**config.mk**
```make
export PLATFORM = sky130hd
export DESIGN_NAME = spc_top
export DESIGN_NICKNAME = d
export VERILOG_FILES = /design/src/rtl/spc_pkg.sv /design/src/rtl/spc_clk_if.sv /design/src/rtl/spc_bitclk.sv /design/src/rtl/spc_top.sv
export SDC_FILE = /design/constraint.sdc
export NUM_CORES = 1
export LEC_CHECK = 0
export BUFFER_PORTS_ARGS = -buffer_cell sky130_fd_sc_hd__buf_4
export CAP_MARGIN = 20
export CELL_PAD_IN_SITES_DETAIL_PLACEMENT = 2
export CELL_PAD_IN_SITES_GLOBAL_PLACEMENT = 2
export CORE_MARGIN = 2
export CORE_UTILIZATION = 35
export CTS_CLUSTER_SIZE = 8
export DETAILED_ROUTE_END_ITERATION = 7
export PLACE_DENSITY_LB_ADDON = 0.2
export SYNTH_ARGS = -nofsm -noshare
export SYNTH_HDL_FRONTEND = slang
export SYNTH_SLANG_ARGS = --single-unit
```
**constraint.sdc**
```tcl
create_clock -name clk -period 2.11 [get_ports clk]
set_clock_uncertainty 0.1 [all_clocks]
set_input_delay 0.3165 -clock clk [delete_from_list [all_inputs] [get_ports clk]]
set_output_delay 0.3165 -clock clk [all_outputs]
set_load 0.01 [all_outputs]
```
**src/rtl/spc_pkg.sv**
```systemverilog
// ==========================================================
// spc_pkg: shared constants of the serial port control
package spc_pkg;
   // ==========================================================
   // data and timing
   localparam int DATA_W = 8;
   localparam int FOSC_HZ = 100_000_000;
   localparam int DIV_FAST = 16;
   localparam int DIV_SLOW = 64;
   localparam int HALF_FAST = DIV_FAST / 2;
   localparam int HALF_SLOW = DIV_SLOW / 2;
   localparam logic [2:0] LAST_BIT = 3'h7;
   localparam logic [3:0] LAST_HALF = 4'hf;
   // ==========================================================
   // register offsets
   localparam logic [2:0] ADDR_CTRL = 3'h0;
   localparam logic [2:0] ADDR_BUF = 3'h1;
   localparam logic [2:0] ADDR_STAT = 3'h2;
   localparam logic [2:0] ADDR_ISTAT = 3'h3;
   localparam logic [2:0] ADDR_IMASK = 3'h4;
   // ==========================================================
   // control fields and reset values
   localparam int CTRL_WRITE_COLLISION_FLAG = 7;
   localparam int CTRL_OV = 6;
   localparam int CTRL_EN = 5;
   localparam int CTRL_CKP = 4;
   localparam int IRQ_RX = 0;
   localparam int IRQ_OV = 1;
   localparam int IRQ_WRITE_COLLISION_FLAG = 2;
   localparam logic [7:0] CTRL_RST = 8'h00;
   localparam logic [2:0] IMASK_RST = 3'h0;
   // ==========================================================
   // mode field encodings
   localparam logic [3:0] MODE_SLV_NOSS = 4'h5;
   localparam logic [3:0] MODE_SLV_SS = 4'h4;
   localparam logic [3:0] MODE_MST_T2 = 4'h3;
   localparam logic [3:0] MODE_MST_64 = 4'h2;
   localparam logic [3:0] MODE_MST_16 = 4'h1;
   // master modes
   function automatic logic is_master(input logic [3:0] m);
      is_master = (m == MODE_MST_T2) || (m == MODE_MST_64) ||
                  (m == MODE_MST_16);
   endfunction : is_master
   // slave modes
   function automatic logic is_slave(input logic [3:0] m);
      is_slave = (m == MODE_SLV_NOSS) || (m == MODE_SLV_SS);
   endfunction : is_slave
endpackage : spc_pkg

```
**src/rtl/spc_clk_if.sv**
```systemverilog
`timescale 1ns/1ps
`default_nettype none
// ==========================================================
// bit clock request and half-period tick
interface spc_clk_if;
   logic [3:0] mode;
   logic run;
   logic t2_pulse;
   logic tick;
   modport gen (input mode, input run, input t2_pulse, output tick);
   modport use_side (output mode, output run, output t2_pulse,
                     input tick);
endinterface : spc_clk_if
`default_nettype wire

```
**src/rtl/spc_bitclk.sv**
```systemverilog
`timescale 1ns/1ps
`default_nettype none
// ==========================================================
// spc_bitclk: one tick per half bit period in master modes
module spc_bitclk (
   input wire logic clk,
   input wire logic rst,
   spc_clk_if.gen ck
);
   logic [5:0] cnt_q;
   logic tick_q;
   logic [5:0] half_lim;
   // half period length of the selected oscillator divider
   always_comb begin
      if (ck.mode == spc_pkg::MODE_MST_64) begin
         half_lim = 6'(spc_pkg::HALF_SLOW - 1);
      end else begin
         half_lim = 6'(spc_pkg::HALF_FAST - 1);
      end
   end
   // divider counter and tick
   always_ff @(posedge clk or posedge rst) begin
      if (rst) begin
         cnt_q <= 6'h00;
         tick_q <= 1'b0;
      end else if (!ck.run) begin
         cnt_q <= 6'h00;
         tick_q <= 1'b0;
      end else if (ck.mode == spc_pkg::MODE_MST_T2) begin
         cnt_q <= 6'h00;
         tick_q <= ck.t2_pulse;
      end else if (cnt_q == half_lim) begin
         cnt_q <= 6'h00;
         tick_q <= 1'b1;
      end else begin
         cnt_q <= cnt_q + 6'h01;
         tick_q <= 1'b0;
      end
   end
   assign ck.tick = tick_q;
endmodule : spc_bitclk
`default_nettype wire

```
**src/rtl/spc_top.sv**
```systemverilog
// Design decisions made here: the placing of the registers and the plain strobed port.
`timescale 1ns/1ps
`default_nettype none
module spc_top (
   input wire logic clk,
   input wire logic rst,
   input wire logic [2:0] addr,
   input wire logic [7:0] wdata,
   input wire logic wr,
   input wire logic rd,
   output logic [7:0] rdata,
   output logic irq,
   input wire logic timer_two_output,
   input wire logic sck_i,
   output logic sck_o,
   output logic sck_oe,
   output logic sdo_o,
   output logic sdo_oe,
   input wire logic sdi_i,
   input wire logic ss_n_i,
   output logic port_pins_owned,
   output logic ss_pin_owned
);
   // ==========================================================
   // declarations
   typedef enum logic {SPC_IDLE, SPC_SHIFT} spc_state_t;
   spc_state_t state_q;
   logic [7:0] ctrl_q;
   logic [7:0] serial_buffer_q;
   logic [7:0] serial_shift_register_q;
   logic buf_full_q;
   logic [2:0] istat_q;
   logic [2:0] imask_q;
   logic [7:0] rdata_q;
   logic irq_q;
   logic [2:0] bit_cnt_q;
   logic sample_q;
   logic sck_q;
   logic sck_oe_q;
   logic sdo_q;
   logic sdo_oe_q;
   logic pins_q;
   logic ss_own_q;
   logic [2:0] sck_sync_q;
   logic [2:0] sdi_sync_q;
   logic [2:0] ss_sync_q;
   logic sck_f_q;
   logic sdi_f_q;
   logic ss_f_q;
   logic sck_prev_q;
   logic port_enable;
   logic idle_clock_polarity;
   logic [3:0] port_mode_select;
   logic master;
   logic slave;
   logic selected;
   logic busy;
   logic lead_ev;
   logic trail_ev;
   logic done;
   logic ovf_ev;
   logic load_ev;
   logic write_collision_flag_ev;
   logic wr_ctrl;
   logic wr_buf;
   logic rd_buf;
   logic start_mst;
   logic [7:0] shifted;
   spc_clk_if ck ();
   // ==========================================================
   // control field decode
   assign port_enable = ctrl_q[spc_pkg::CTRL_EN];
   assign idle_clock_polarity = ctrl_q[spc_pkg::CTRL_CKP];
   assign port_mode_select = ctrl_q[3:0];
   // reserved codes are neither master nor slave
   assign master = port_enable &&
                   spc_pkg::is_master(port_mode_select);
   assign slave = port_enable &&
                  spc_pkg::is_slave(port_mode_select);
   // select line only gates the slave in mode 0100
   assign selected = slave &&
      ((port_mode_select == spc_pkg::MODE_SLV_NOSS) ||
       !ss_f_q);
   // ==========================================================
   // bus strobes
   assign wr_ctrl = wr && (addr == spc_pkg::ADDR_CTRL);
   assign wr_buf = wr && (addr == spc_pkg::ADDR_BUF);
   assign rd_buf = rd && (addr == spc_pkg::ADDR_BUF);
   assign busy = (state_q == SPC_SHIFT);
   assign write_collision_flag_ev = wr_buf && busy;
   assign start_mst = wr_buf && !busy && master;
   // ==========================================================
   // bit clock generator
   assign ck.mode = port_mode_select;
   assign ck.run = master && busy;
   assign ck.t2_pulse = timer_two_output;
   spc_bitclk u_bitclk (
      .clk (clk),
      .rst (rst),
      .ck (ck)
   );
   // ==========================================================
   // pin synchronisers: three stages, change when 2 and 3 agree
   always_ff @(posedge clk or posedge rst) begin
      if (rst) begin
         sck_sync_q <= 3'h0;
         sdi_sync_q <= 3'h0;
         ss_sync_q <= 3'h7;
      end else begin
         sck_sync_q <= {sck_sync_q[1:0], sck_i};
         sdi_sync_q <= {sdi_sync_q[1:0], sdi_i};
         ss_sync_q <= {ss_sync_q[1:0], ss_n_i};
      end
   end
   // filtered pin levels
   always_ff @(posedge clk or posedge rst) begin
      if (rst) begin
         sck_f_q <= 1'b0;
         sdi_f_q <= 1'b0;
         ss_f_q <= 1'b1;
      end else begin
         if (sck_sync_q[1] == sck_sync_q[2]) begin
            sck_f_q <= sck_sync_q[2];
         end
         if (sdi_sync_q[1] == sdi_sync_q[2]) begin
            sdi_f_q <= sdi_sync_q[2];
         end
         if (ss_sync_q[1] == ss_sync_q[2]) begin
            ss_f_q <= ss_sync_q[2];
         end
      end
   end
   // previous filtered clock for edge detection
   always_ff @(posedge clk or posedge rst) begin
      if (rst) begin
         sck_prev_q <= 1'b0;
      end else begin
         sck_prev_q <= sck_f_q;
      end
   end
   // ==========================================================
   // edge events: leading leaves idle level, trailing returns
   always_comb begin
      lead_ev = 1'b0;
      trail_ev = 1'b0;
      if (master && busy && ck.tick) begin
         lead_ev = (sck_q == idle_clock_polarity);
         trail_ev = (sck_q != idle_clock_polarity);
      end else if (selected && (sck_f_q != sck_prev_q)) begin
         lead_ev = (sck_prev_q == idle_clock_polarity);
         trail_ev = (sck_prev_q != idle_clock_polarity);
      end
   end
   assign shifted = {serial_shift_register_q[6:0], sample_q};
   assign done = trail_ev && (bit_cnt_q == spc_pkg::LAST_BIT);
   // slave byte into unread buffer is an overflow
   assign ovf_ev = done && slave && buf_full_q && !rd_buf;
   assign load_ev = done && !ovf_ev;
   // ==========================================================
   // transfer state
   always_ff @(posedge clk or posedge rst) begin
      if (rst) begin
         state_q <= SPC_IDLE;
      end else if (!master && !selected) begin
         state_q <= SPC_IDLE;
      end else if (done) begin
         state_q <= SPC_IDLE;
      end else if (start_mst || (selected && lead_ev)) begin
         state_q <= SPC_SHIFT;
      end
   end
   // bit counter, one step per trailing edge
   always_ff @(posedge clk or posedge rst) begin
      if (rst) begin
         bit_cnt_q <= 3'h0;
      end else if ((!master && !selected) || start_mst) begin
         bit_cnt_q <= 3'h0;
      end else if (trail_ev) begin
         bit_cnt_q <= bit_cnt_q + 3'h1;
      end
   end
   // input sample on leading edge
   always_ff @(posedge clk or posedge rst) begin
      if (rst) begin
         sample_q <= 1'b0;
      end else if (lead_ev) begin
         sample_q <= sdi_f_q;
      end
   end
   // shift register: load on idle write, shift on trailing edge
   always_ff @(posedge clk or posedge rst) begin
      if (rst) begin
         serial_shift_register_q <= 8'h00;
      end else if (wr_buf && !busy) begin
         serial_shift_register_q <= wdata;
      end else if (trail_ev) begin
         serial_shift_register_q <= shifted;
      end
   end
   // receive buffer and full flag, load wins over read
   always_ff @(posedge clk or posedge rst) begin
      if (rst) begin
         serial_buffer_q <= 8'h00;
         buf_full_q <= 1'b0;
      end else begin
         if (load_ev) begin
            serial_buffer_q <= shifted;
         end
         buf_full_q <= load_ev || (buf_full_q && !rd_buf);
      end
   end
   // ==========================================================
   // control register; flags set by hardware, cleared by zero
   always_ff @(posedge clk or posedge rst) begin
      if (rst) begin
         ctrl_q <= spc_pkg::CTRL_RST;
      end else begin
         if (wr_ctrl) begin
            ctrl_q[5:0] <= wdata[5:0];
         end
         ctrl_q[spc_pkg::CTRL_OV] <= ovf_ev ||
            (ctrl_q[spc_pkg::CTRL_OV] &&
             !(wr_ctrl && !wdata[spc_pkg::CTRL_OV]));
         ctrl_q[spc_pkg::CTRL_WRITE_COLLISION_FLAG] <= write_collision_flag_ev ||
            (ctrl_q[spc_pkg::CTRL_WRITE_COLLISION_FLAG] &&
             !(wr_ctrl && !wdata[spc_pkg::CTRL_WRITE_COLLISION_FLAG]));
      end
   end
   // ==========================================================
   // interrupt status (write one to clear, set wins) and mask
   always_ff @(posedge clk or posedge rst) begin
      if (rst) begin
         istat_q <= 3'h0;
         imask_q <= spc_pkg::IMASK_RST;
      end else begin
         if (wr && (addr == spc_pkg::ADDR_IMASK)) begin
            imask_q <= wdata[2:0];
         end
         istat_q[spc_pkg::IRQ_RX] <= load_ev ||
            (istat_q[spc_pkg::IRQ_RX] &&
             !(wr && (addr == spc_pkg::ADDR_ISTAT) &&
               wdata[spc_pkg::IRQ_RX]));
         istat_q[spc_pkg::IRQ_OV] <= ovf_ev ||
            (istat_q[spc_pkg::IRQ_OV] &&
             !(wr && (addr == spc_pkg::ADDR_ISTAT) &&
               wdata[spc_pkg::IRQ_OV]));
         istat_q[spc_pkg::IRQ_WRITE_COLLISION_FLAG] <= write_collision_flag_ev ||
            (istat_q[spc_pkg::IRQ_WRITE_COLLISION_FLAG] &&
             !(wr && (addr == spc_pkg::ADDR_ISTAT) &&
               wdata[spc_pkg::IRQ_WRITE_COLLISION_FLAG]));
      end
   end
   // level interrupt while any unmasked status bit is set
   always_ff @(posedge clk or posedge rst) begin
      if (rst) begin
         irq_q <= 1'b0;
      end else begin
         irq_q <= |(istat_q & imask_q);
      end
   end
   // ==========================================================
   // read data, one cycle after the strobe, zero otherwise
   always_ff @(posedge clk or posedge rst) begin
      if (rst) begin
         rdata_q <= 8'h00;
      end else if (rd) begin
         case (addr)
            spc_pkg::ADDR_CTRL: begin
               rdata_q <= ctrl_q;
            end
            spc_pkg::ADDR_BUF: begin
               rdata_q <= serial_buffer_q;
            end
            spc_pkg::ADDR_STAT: begin
               rdata_q <= {6'h00, busy, buf_full_q};
            end
            spc_pkg::ADDR_ISTAT: begin
               rdata_q <= {5'h00, istat_q};
            end
            spc_pkg::ADDR_IMASK: begin
               rdata_q <= {5'h00, imask_q};
            end
            default: begin
               rdata_q <= 8'h00;
            end
         endcase
      end else begin
         rdata_q <= 8'h00;
      end
   end
   // ==========================================================
   // serial clock output, idle level from polarity bit
   always_ff @(posedge clk or posedge rst) begin
      if (rst) begin
         sck_q <= 1'b0;
      end else if (master && busy) begin
         if (lead_ev || trail_ev) begin
            sck_q <= !sck_q;
         end
      end else begin
         sck_q <= idle_clock_polarity;
      end
   end
   // data output follows shift register msb
   always_ff @(posedge clk or posedge rst) begin
      if (rst) begin
         sdo_q <= 1'b0;
      end else if (wr_buf && !busy) begin
         sdo_q <= wdata[7];
      end else if (trail_ev) begin
         sdo_q <= shifted[7];
      end else if (!busy) begin
         sdo_q <= serial_shift_register_q[7];
      end
   end
   // ==========================================================
   // pin ownership and drive enables
   always_ff @(posedge clk or posedge rst) begin
      if (rst) begin
         pins_q <= 1'b0;
         ss_own_q <= 1'b0;
         sck_oe_q <= 1'b0;
         sdo_oe_q <= 1'b0;
      end else begin
         pins_q <= port_enable;
         ss_own_q <= port_enable &&
            (port_mode_select != spc_pkg::MODE_SLV_NOSS);
         sck_oe_q <= master;
         sdo_oe_q <= master || selected;
      end
   end
   // ==========================================================
   // outputs
   assign rdata = rdata_q;
   assign irq = irq_q;
   assign sck_o = sck_q;
   assign sck_oe = sck_oe_q;
   assign sdo_o = sdo_q;
   assign sdo_oe = sdo_oe_q;
   assign port_pins_owned = pins_q;
   assign ss_pin_owned = ss_own_q;
endmodule : spc_top
`default_nettype wire
```
==> results of run 1 <==
## worst register-to-register path: cells and delay by family, from the launching register on
family	cells	cell delay (ns)
buffers and inverters	1	0.15
muxes	1	0.31
AOI/OAI and AO/OA	1	0.21
DFF	1	0.44
and+or+nand+nor	3	0.68
## registers in the layout, indices dropped and copies added (netlist names), 3 cells and up
name and flops:
serial_shift_register_q 8, bit_cnt_q 3, rdata 8, ss_sync_q 3, u_bitclk.cnt_q 6, istat_q 3, ctrl_q 8, imask_q 3
sck_sync_q 3, sdi_sync_q 3, serial_buffer_q 8
## cell families after synthesis
family | Yosys count
and+or+nand+nor | 81
muxes | 37
xor gates and xnor gates | 9
DFF | 71
buffers and inverters | 13
adders and majority gates | 6
AOI/OAI and AO/OA | 39
## per-layer routing
| layer | GRT usage [%] | wire [µm] |
|---|---|---|
| met3 | 3.94 | 295 |
| met2 | 29.3 | 3830 |
| met5 | 0 | 0 |
| met4 | 5.37 | 98 |
| met1 | 23.7 | 3550 |
## repair_timing
action | in CTS | in global routing
hold buffers | 4 | 0
endpoints found under the setup margin | 0 | 12
gates resized for setup | 0 | 1
hold endpoints to repair | 18 | 0
## final cells by class
cell class                 instances  area [µm²]
inverter                           2        11.3
sequential                        71        1780
tap                              108         135
clock inverter                     5        50.0
timing repair buffer              59         503
clock buffer                      10         128
fill                             914        4820
multi-input combinational        172        1250
## report_power, final
group | leakage (µW) | switching [µW] | total [µW] | internal (µW)
clock | 0.0000957 | 503 | 1030 | 532
sequential | 0.000909 | 127 | 1640 | 1510
combinational | 0.000764 | 266 | 544 | 278
## worst paths after layout
path	start	endpoint	slack [ns]	cells past startpoint
hold / removal	wdata[6]	serial_shift_register_q[6]$_DFFE_PP0P_	0.09	3
setup / recovery	ctrl_q[3]$_DFFE_PP0P_	serial_buffer_q[5]$_DFFE_PP0P_	0.11	6
min in group asynchronous	rst	ctrl_q[0]$_DFFE_PP0P_	0.48	3
max in group asynchronous	rst	u_bitclk.cnt_q[2]$_DFF_PP0_	0.94	4
hold reg to reg	sck_sync_q[0]$_DFF_PP0_	sck_sync_q[1]$_DFF_PP0_	0.25	0
setup reg to reg	ctrl_q[3]$_DFFE_PP0P_	serial_buffer_q[5]$_DFFE_PP0P_	0.11	6
## cells in the final DEF (no fill, tap or decap), drive strengths merged, types with 4 or more instances in the layout
cell type / count
buf: 55
nand3: 6
mux2i: 15
nand2: 22
clkinv: 4
nor2b: 5
and2: 4
mux2: 22
dfrtp: 67
a22oi: 4
a21oi: 5
clkbuf: 10
nor3: 5
xor2: 4
dlygate4sd3: 4
o21ai: 14
xnor2: 5
nor2: 22
dfstp: 4
## through the flow
stage | utilization [%] | area (µm²) | std cells
floorplan | - | 3110 | 256
global placement | 41.9 | 3640 | 408
detailed placement | 41.9 | 3640 | 408
CTS | 44.4 | 3850 | 427
global route | 44.5 | 3860 | 427
finish | 44.5 | 3860 | 427
==> reports/results.tsv, run 1 <==
stage	metric	value	unit
setup_path	crit_family	simple AND/OR/NAND/NOR gates	
placed_design	port_buffers	33	
floorplanning	io_pins	34	
setup_path	crit_path_end_kind	flop	
setup_path	slowest_delay	0.44	ns
setup_path	cp.arrival	2.13	ns
route	vias	2181	
yosys	synth-simple-area-share	13.3	%
yosys	synth_compound_area_share	8.29	%
grt	grt_overflow	0	
placed_design	hpwlAfterDp	5740	µm
route	postRouteWirelength	7770	µm
yosys	synthAdderAreaFrac	2.17	%
power_and_ir_drop	irDropWorstVdd	0.288	mV
cts	cts_tree	done	
timing	timing.final.hold_violations	0	
cts	cts.root.buffer_cell	clkbuf_8	
route	drc	0	
yosys	syn_nets	278	
grt	grt_pass1_wl	13300	µm
layout	antennaDiodeCount	0	
power_and_ir_drop	power.density	834	nW/µm²
yosys	synth.most_common_cell	dfrtp_1	
cts	ctsHtreeMaxLevel	3	
timing	slew_viol_final	0	
route	wl_per_cell	18.2	µm
timing	fin_hold_ws	0.0941	ns
cts	clock_sinks	71	
setup_path	crit_path_start_kind	flop	
yosys	synth.cell_area	3110	µm²
yosys	synth_top_family_by_area	multiplexers	
timing	max_freq	0.500	GHz
setup_path	crit_fanout	9	
yosys	synth_top_area_share	53.9	%
run	drv_cap	0	
cts	clock_latency	0.34	ns
setup_path	required	2.24	ns
yosys	synth_cell_types	49	
grt	grt_pass1_vias	2446	
yosys	ys.flop_type	dfrtp_1	
power_and_ir_drop	fin_total_pwr	3220	µW
yosys	yosys.area_share.xor_xnor	2.53	%
route	post_drt_via_cell_ratio	5.11	
setup_path	crit_type	reg -> reg	
placed_design	post-place-ws	0.0454	ns
floorplanning	core_area	8680	µm²
grt	antenna_found_initial	0	
yosys	syn_inst	256	
timing	setup_tns	0	ns
route	antenna_violating_nets_post_route	0	
run_status	status	finished, final reports clean	
yosys	yosysWarnings	0	
timing	setup-violations-final	0	
floorplanning	die_width	98.3	µm
timing	period_share	94.7	%
power_and_ir_drop	p_leak	0.00177	µW
yosys	synth_seq_area_share	57.3	%
cts	clk_pin_slew_worst_paths	0.08	ns
layout	final_nets	337	
cts	cts_made_buffers	9	
setup_path	worst_path_max_delay_cell	dfrtp_1	
placed_design	place_congestion	0.804	
timing	rsz0062_at_grt	false	
setup_path	crit_chain	nand4bb_1, nor3_2, a32o_2, and3b_1, buf_12, mux2_4	
yosys	synth_area_per_cell	12.2	µm²
route	drt_first_pass_iters	4	
layout	syn2layout_area_growth	24.1	%
cts	clockBufferDepth	2	
setup_path	critPathBufInv	1	
yosys	yosys-top-cells-area	dfrtp_1, mux2_2, mux2i_1	
grt	grt_max_degree	28	
yosys	ys_seq_elements	71	
timing	slew_headroom	65.9	%
yosys	synthMuxAreaShare	13.8	%
layout	drive_gt1_share	32.6	%
timing	tightest_slew	0.511	ns
floorplanning	fp.dieH	98.3	µm
timing	fin_crit	2.00	ns
route	drt_first_iter_violations	52	
floorplanning	fp-row-count	34	
yosys	async_reset_ff_share	100	%
timing	finalWorstSetupSlack	0.112	ns
yosys	yosys.area.top_type	dfrtp_1	
floorplanning	die-area	9660	µm²
yosys	synth_common_cells	dfrtp_1, nand2_1, nor2_1	
cts	post_cts_buffers	0	
hold_path	hp-class	in -> reg	
floorplanning	initial_core_util	35.8	%
grt	grt_usage	17.8	%
yosys	synth_edf_count	0	
Note: power is estimated with default switching activity, not from simulation.
==> run 2: changes to the inputs <==
Settings changed: ABC_AREA from default to 1, CORE_UTILIZATION 35 to 30.
==> reports/results.tsv, run 2 <==
stage	metric	value	unit
run_status	status	finished, final reports clean	
timing	slew_headroom	69.3	%
cts	cts.root.buffer_cell	clkbuf_8	
yosys	synth_top_area_share	54.2	%
cts	clockBufferDepth	2	
layout	multiInputGateArea	1120	µm²
yosys	synth_seq_area_share	57.6	%
grt	grt_pass1_wl	14400	µm
yosys	synth_edf_count	0	
route	vias	2447	
setup_path	required	2.25	ns
route	antenna_violating_nets_post_route	0	
route	drc	0	
power_and_ir_drop	power.density	813	nW/µm²
layout	register_area	1780	µm²
layout	antennaDiodeCount	0	
cts	cts_resized	0	
timing	max_freq	0.539	GHz
timing	setup_tns	0	ns
power_and_ir_drop	p_leak	0.00179	µW
timing	fin_crit	1.85	ns
power_and_ir_drop	p_switching	873	µW
floorplanning	initial_core_util	30.4	%
cts	clk_pin_slew_worst_paths	0.08	ns
grt	grt_pass1_vias	2750	
layout	num-fill-cells	1146	
yosys	synth_cell_types	35	
cts	cts_made_buffers	9	
layout	final_common_cell	nand2_1	
yosys	async_reset_ff_share	100	%
setup_path	slowest_delay	0.44	ns
timing	rsz0062_at_grt	false	
layout	fin_util	37.1	%
floorplanning	core_area	10200	µm²
yosys	yosysWarnings	0	
placed_design	port_buffers	33	
power_and_ir_drop	p_seq_share	51.0	%
yosys	syn_inst	328	
yosys	yosys-top-cells-area	dfrtp_1, nand2_1, o21ai_0	
floorplanning	die-area	11100	µm²
cts	clock_latency	0.35	ns
grt	grt_max_degree	54	
power_and_ir_drop	sw_frac_of_total	28.4	%
cts	cts_tree	done	
timing	tightest_slew	0.459	ns
yosys	ys.flop_type	dfrtp_1	
placed_design	hpwlAfterDp	6120	µm
setup_path	crit_type	reg -> reg	
route	post_drt_via_cell_ratio	4.72	
setup_path	worst_path_max_delay_cell	dfrtp_1	
layout	drive_gt1_share	21.7	%
setup_path	crit_path_end_kind	flop	
route	drt_first_iter_violations	80	
power_and_ir_drop	clkPwrFrac	35.0	%
setup_path	crit_fanout	17	
power_and_ir_drop	internal_power	2200	µW
placed_design	place_congestion	0.711	
setup_path	crit_path_start_kind	flop	
floorplanning	fp.dieH	106	µm
power_and_ir_drop	combinationalPowerShare	14.0	%
floorplanning	die_width	106	µm
route	drt_first_pass_iters	4	
grt	grt_usage	17.0	%
grt	grt_overflow	0	
cts	clock_sinks	71	
timing	timing.final.hold_violations	0	
grt	antenna_found_initial	0	
route	wl_per_cell	16.2	µm
power_and_ir_drop	fin_total_pwr	3070	µW
setup_path	crit_chain	nor2_2, nand2_2, nor2_4, nand4_4, nand2_4, nand3_4, nand2_1, o21ai_2	
yosys	synth_area_per_cell	9.43	µm²
yosys	yosys.area.top_type	dfrtp_1	
layout	syn2layout_area_growth	22.1	%
yosys	synth_common_cells	nand2_1, dfrtp_1, inv_1	
yosys	synth.cell_area	3090	µm²
route	postRouteWirelength	8410	µm
timing	period_share	87.9	%
hold_path	hp-class	in -> reg	
yosys	synth.most_common_cell	nand2_1	
yosys	syn_nets	350	
floorplanning	fp-row-count	37	
timing	slew_viol_final	0	
yosys	ys_seq_elements	71	
layout	final_cell_mix	nand2_1, dfrtp_1, buf_4, inv_1, o21ai_0	
run	drv_cap	0	
power_and_ir_drop	irDropWorstVdd	0.392	mV
cts	ctsHtreeMaxLevel	3	
layout	final_nets	399	
floorplanning	io_pins	34	
timing	setup-violations-final	0	
setup_path	cp.arrival	1.99	ns
run 2: cell count changes after synthesis, moves of 5 or more:
cell / change
nor2b_1: -5
nand2_1: +67
xnor2_1: -5
nor2_1: -11
nand3_1: +15
mux2i_1: -15
o21ai_2: +8
inv_1: +35
a21oi_1: +5
mux2_4: -8
mux2_2: -14
o21ai_0: +23
run 2: metal layers:
layer	track usage, %	share of wire (%)
met1	22.7	48
met2	27.2	46
met3	3.53	3.6
met4	6.20	1.7
met5	0	0
run 2: layout make-up:
| class | count | area share [%] |
|---|---|---|
| clock inverters | 2 | 0.331 |
| inverters | 38 | 3.88 |
| repair buffers | 45 | 9.55 |
| flip-flops and latches | 71 | 47.2 |
| clock buffers | 14 | 4.84 |
| multi-input cells | 212 | 29.7 |
| well taps | 136 | 4.51 |
run 2: timing repair:
action / CTS / global route
hold endpoints to repair: 17 / 0
setup endpoints to repair: 0 / 0
setup buffers: 0 / 0
hold buffers: 4 / 0
run 2: critical path: cells and delay by family, from the launching register on:
| kind | cells | cell delay [ns] |
|---|---|---|
| simple gates | 7 | 1.13 |
| compound gates | 1 | 0.06 |
| flops | 1 | 0.44 |
run 2: path summary, 6_finish.rpt:
check	startpoint	end	slack [ns]	depth (start not counted)
worst max-delay path	ctrl_q[3]$_DFFE_PP0P_	serial_buffer_q[0]$_DFFE_PP0P_	0.26	8
worst min-delay path	wdata[7]	ctrl_q[7]$_DFF_PP0_	0.11	3
worst max register to register	ctrl_q[3]$_DFFE_PP0P_	serial_buffer_q[0]$_DFFE_PP0P_	0.26	8
worst min register to register	sck_sync_q[0]$_DFF_PP0_	sck_sync_q[1]$_DFF_PP0_	0.25	0
max in group asynchronous	rst	imask_q[0]$_DFFE_PP0P_	0.86	4
min in group asynchronous	rst	u_bitclk.cnt_q[5]$_DFF_PP0_	0.44	3
run 2: stage by stage:
step / area (µm²) / worst slack (ns) / hold slack (ns) / std cells
2_1_floorplan: 3100 / 0.579 / 0.221 / 328
3_3_place_gp: 3540 / 0.295 / 0.236 / 498
3_5_place_dp: 3540 / 0.219 / 0.237 / 498
4_1_cts: 3770 / 0.233 / 0.0918 / 518
5_1_grt: 3770 / 0.0960 / 0.140 / 518
6_report: 3770 / 0.256 / 0.111 / 518
run 2: power by group through the flow:
stage	registers [µW]	logic [µW]	clock network [µW]
2_1_floorplan	1580	251	0
3_3_place_gp	1590	425	0
3_5_place_dp	1590	434	0
4_1_cts	1570	441	1120
5_1_grt	1580	496	1170
6_report	1570	429	1080
run 2: kinds of logic after synthesis:
kind of cell / Yosys count / synth area share (%)
compound gates: 63 / 11.7
xor+xnor: 3 / 0.850
flops: 71 / 57.6
simple gates: 140 / 21.6
fa+ha+maj: 6 / 2.19
buf+inv: 45 / 6.11
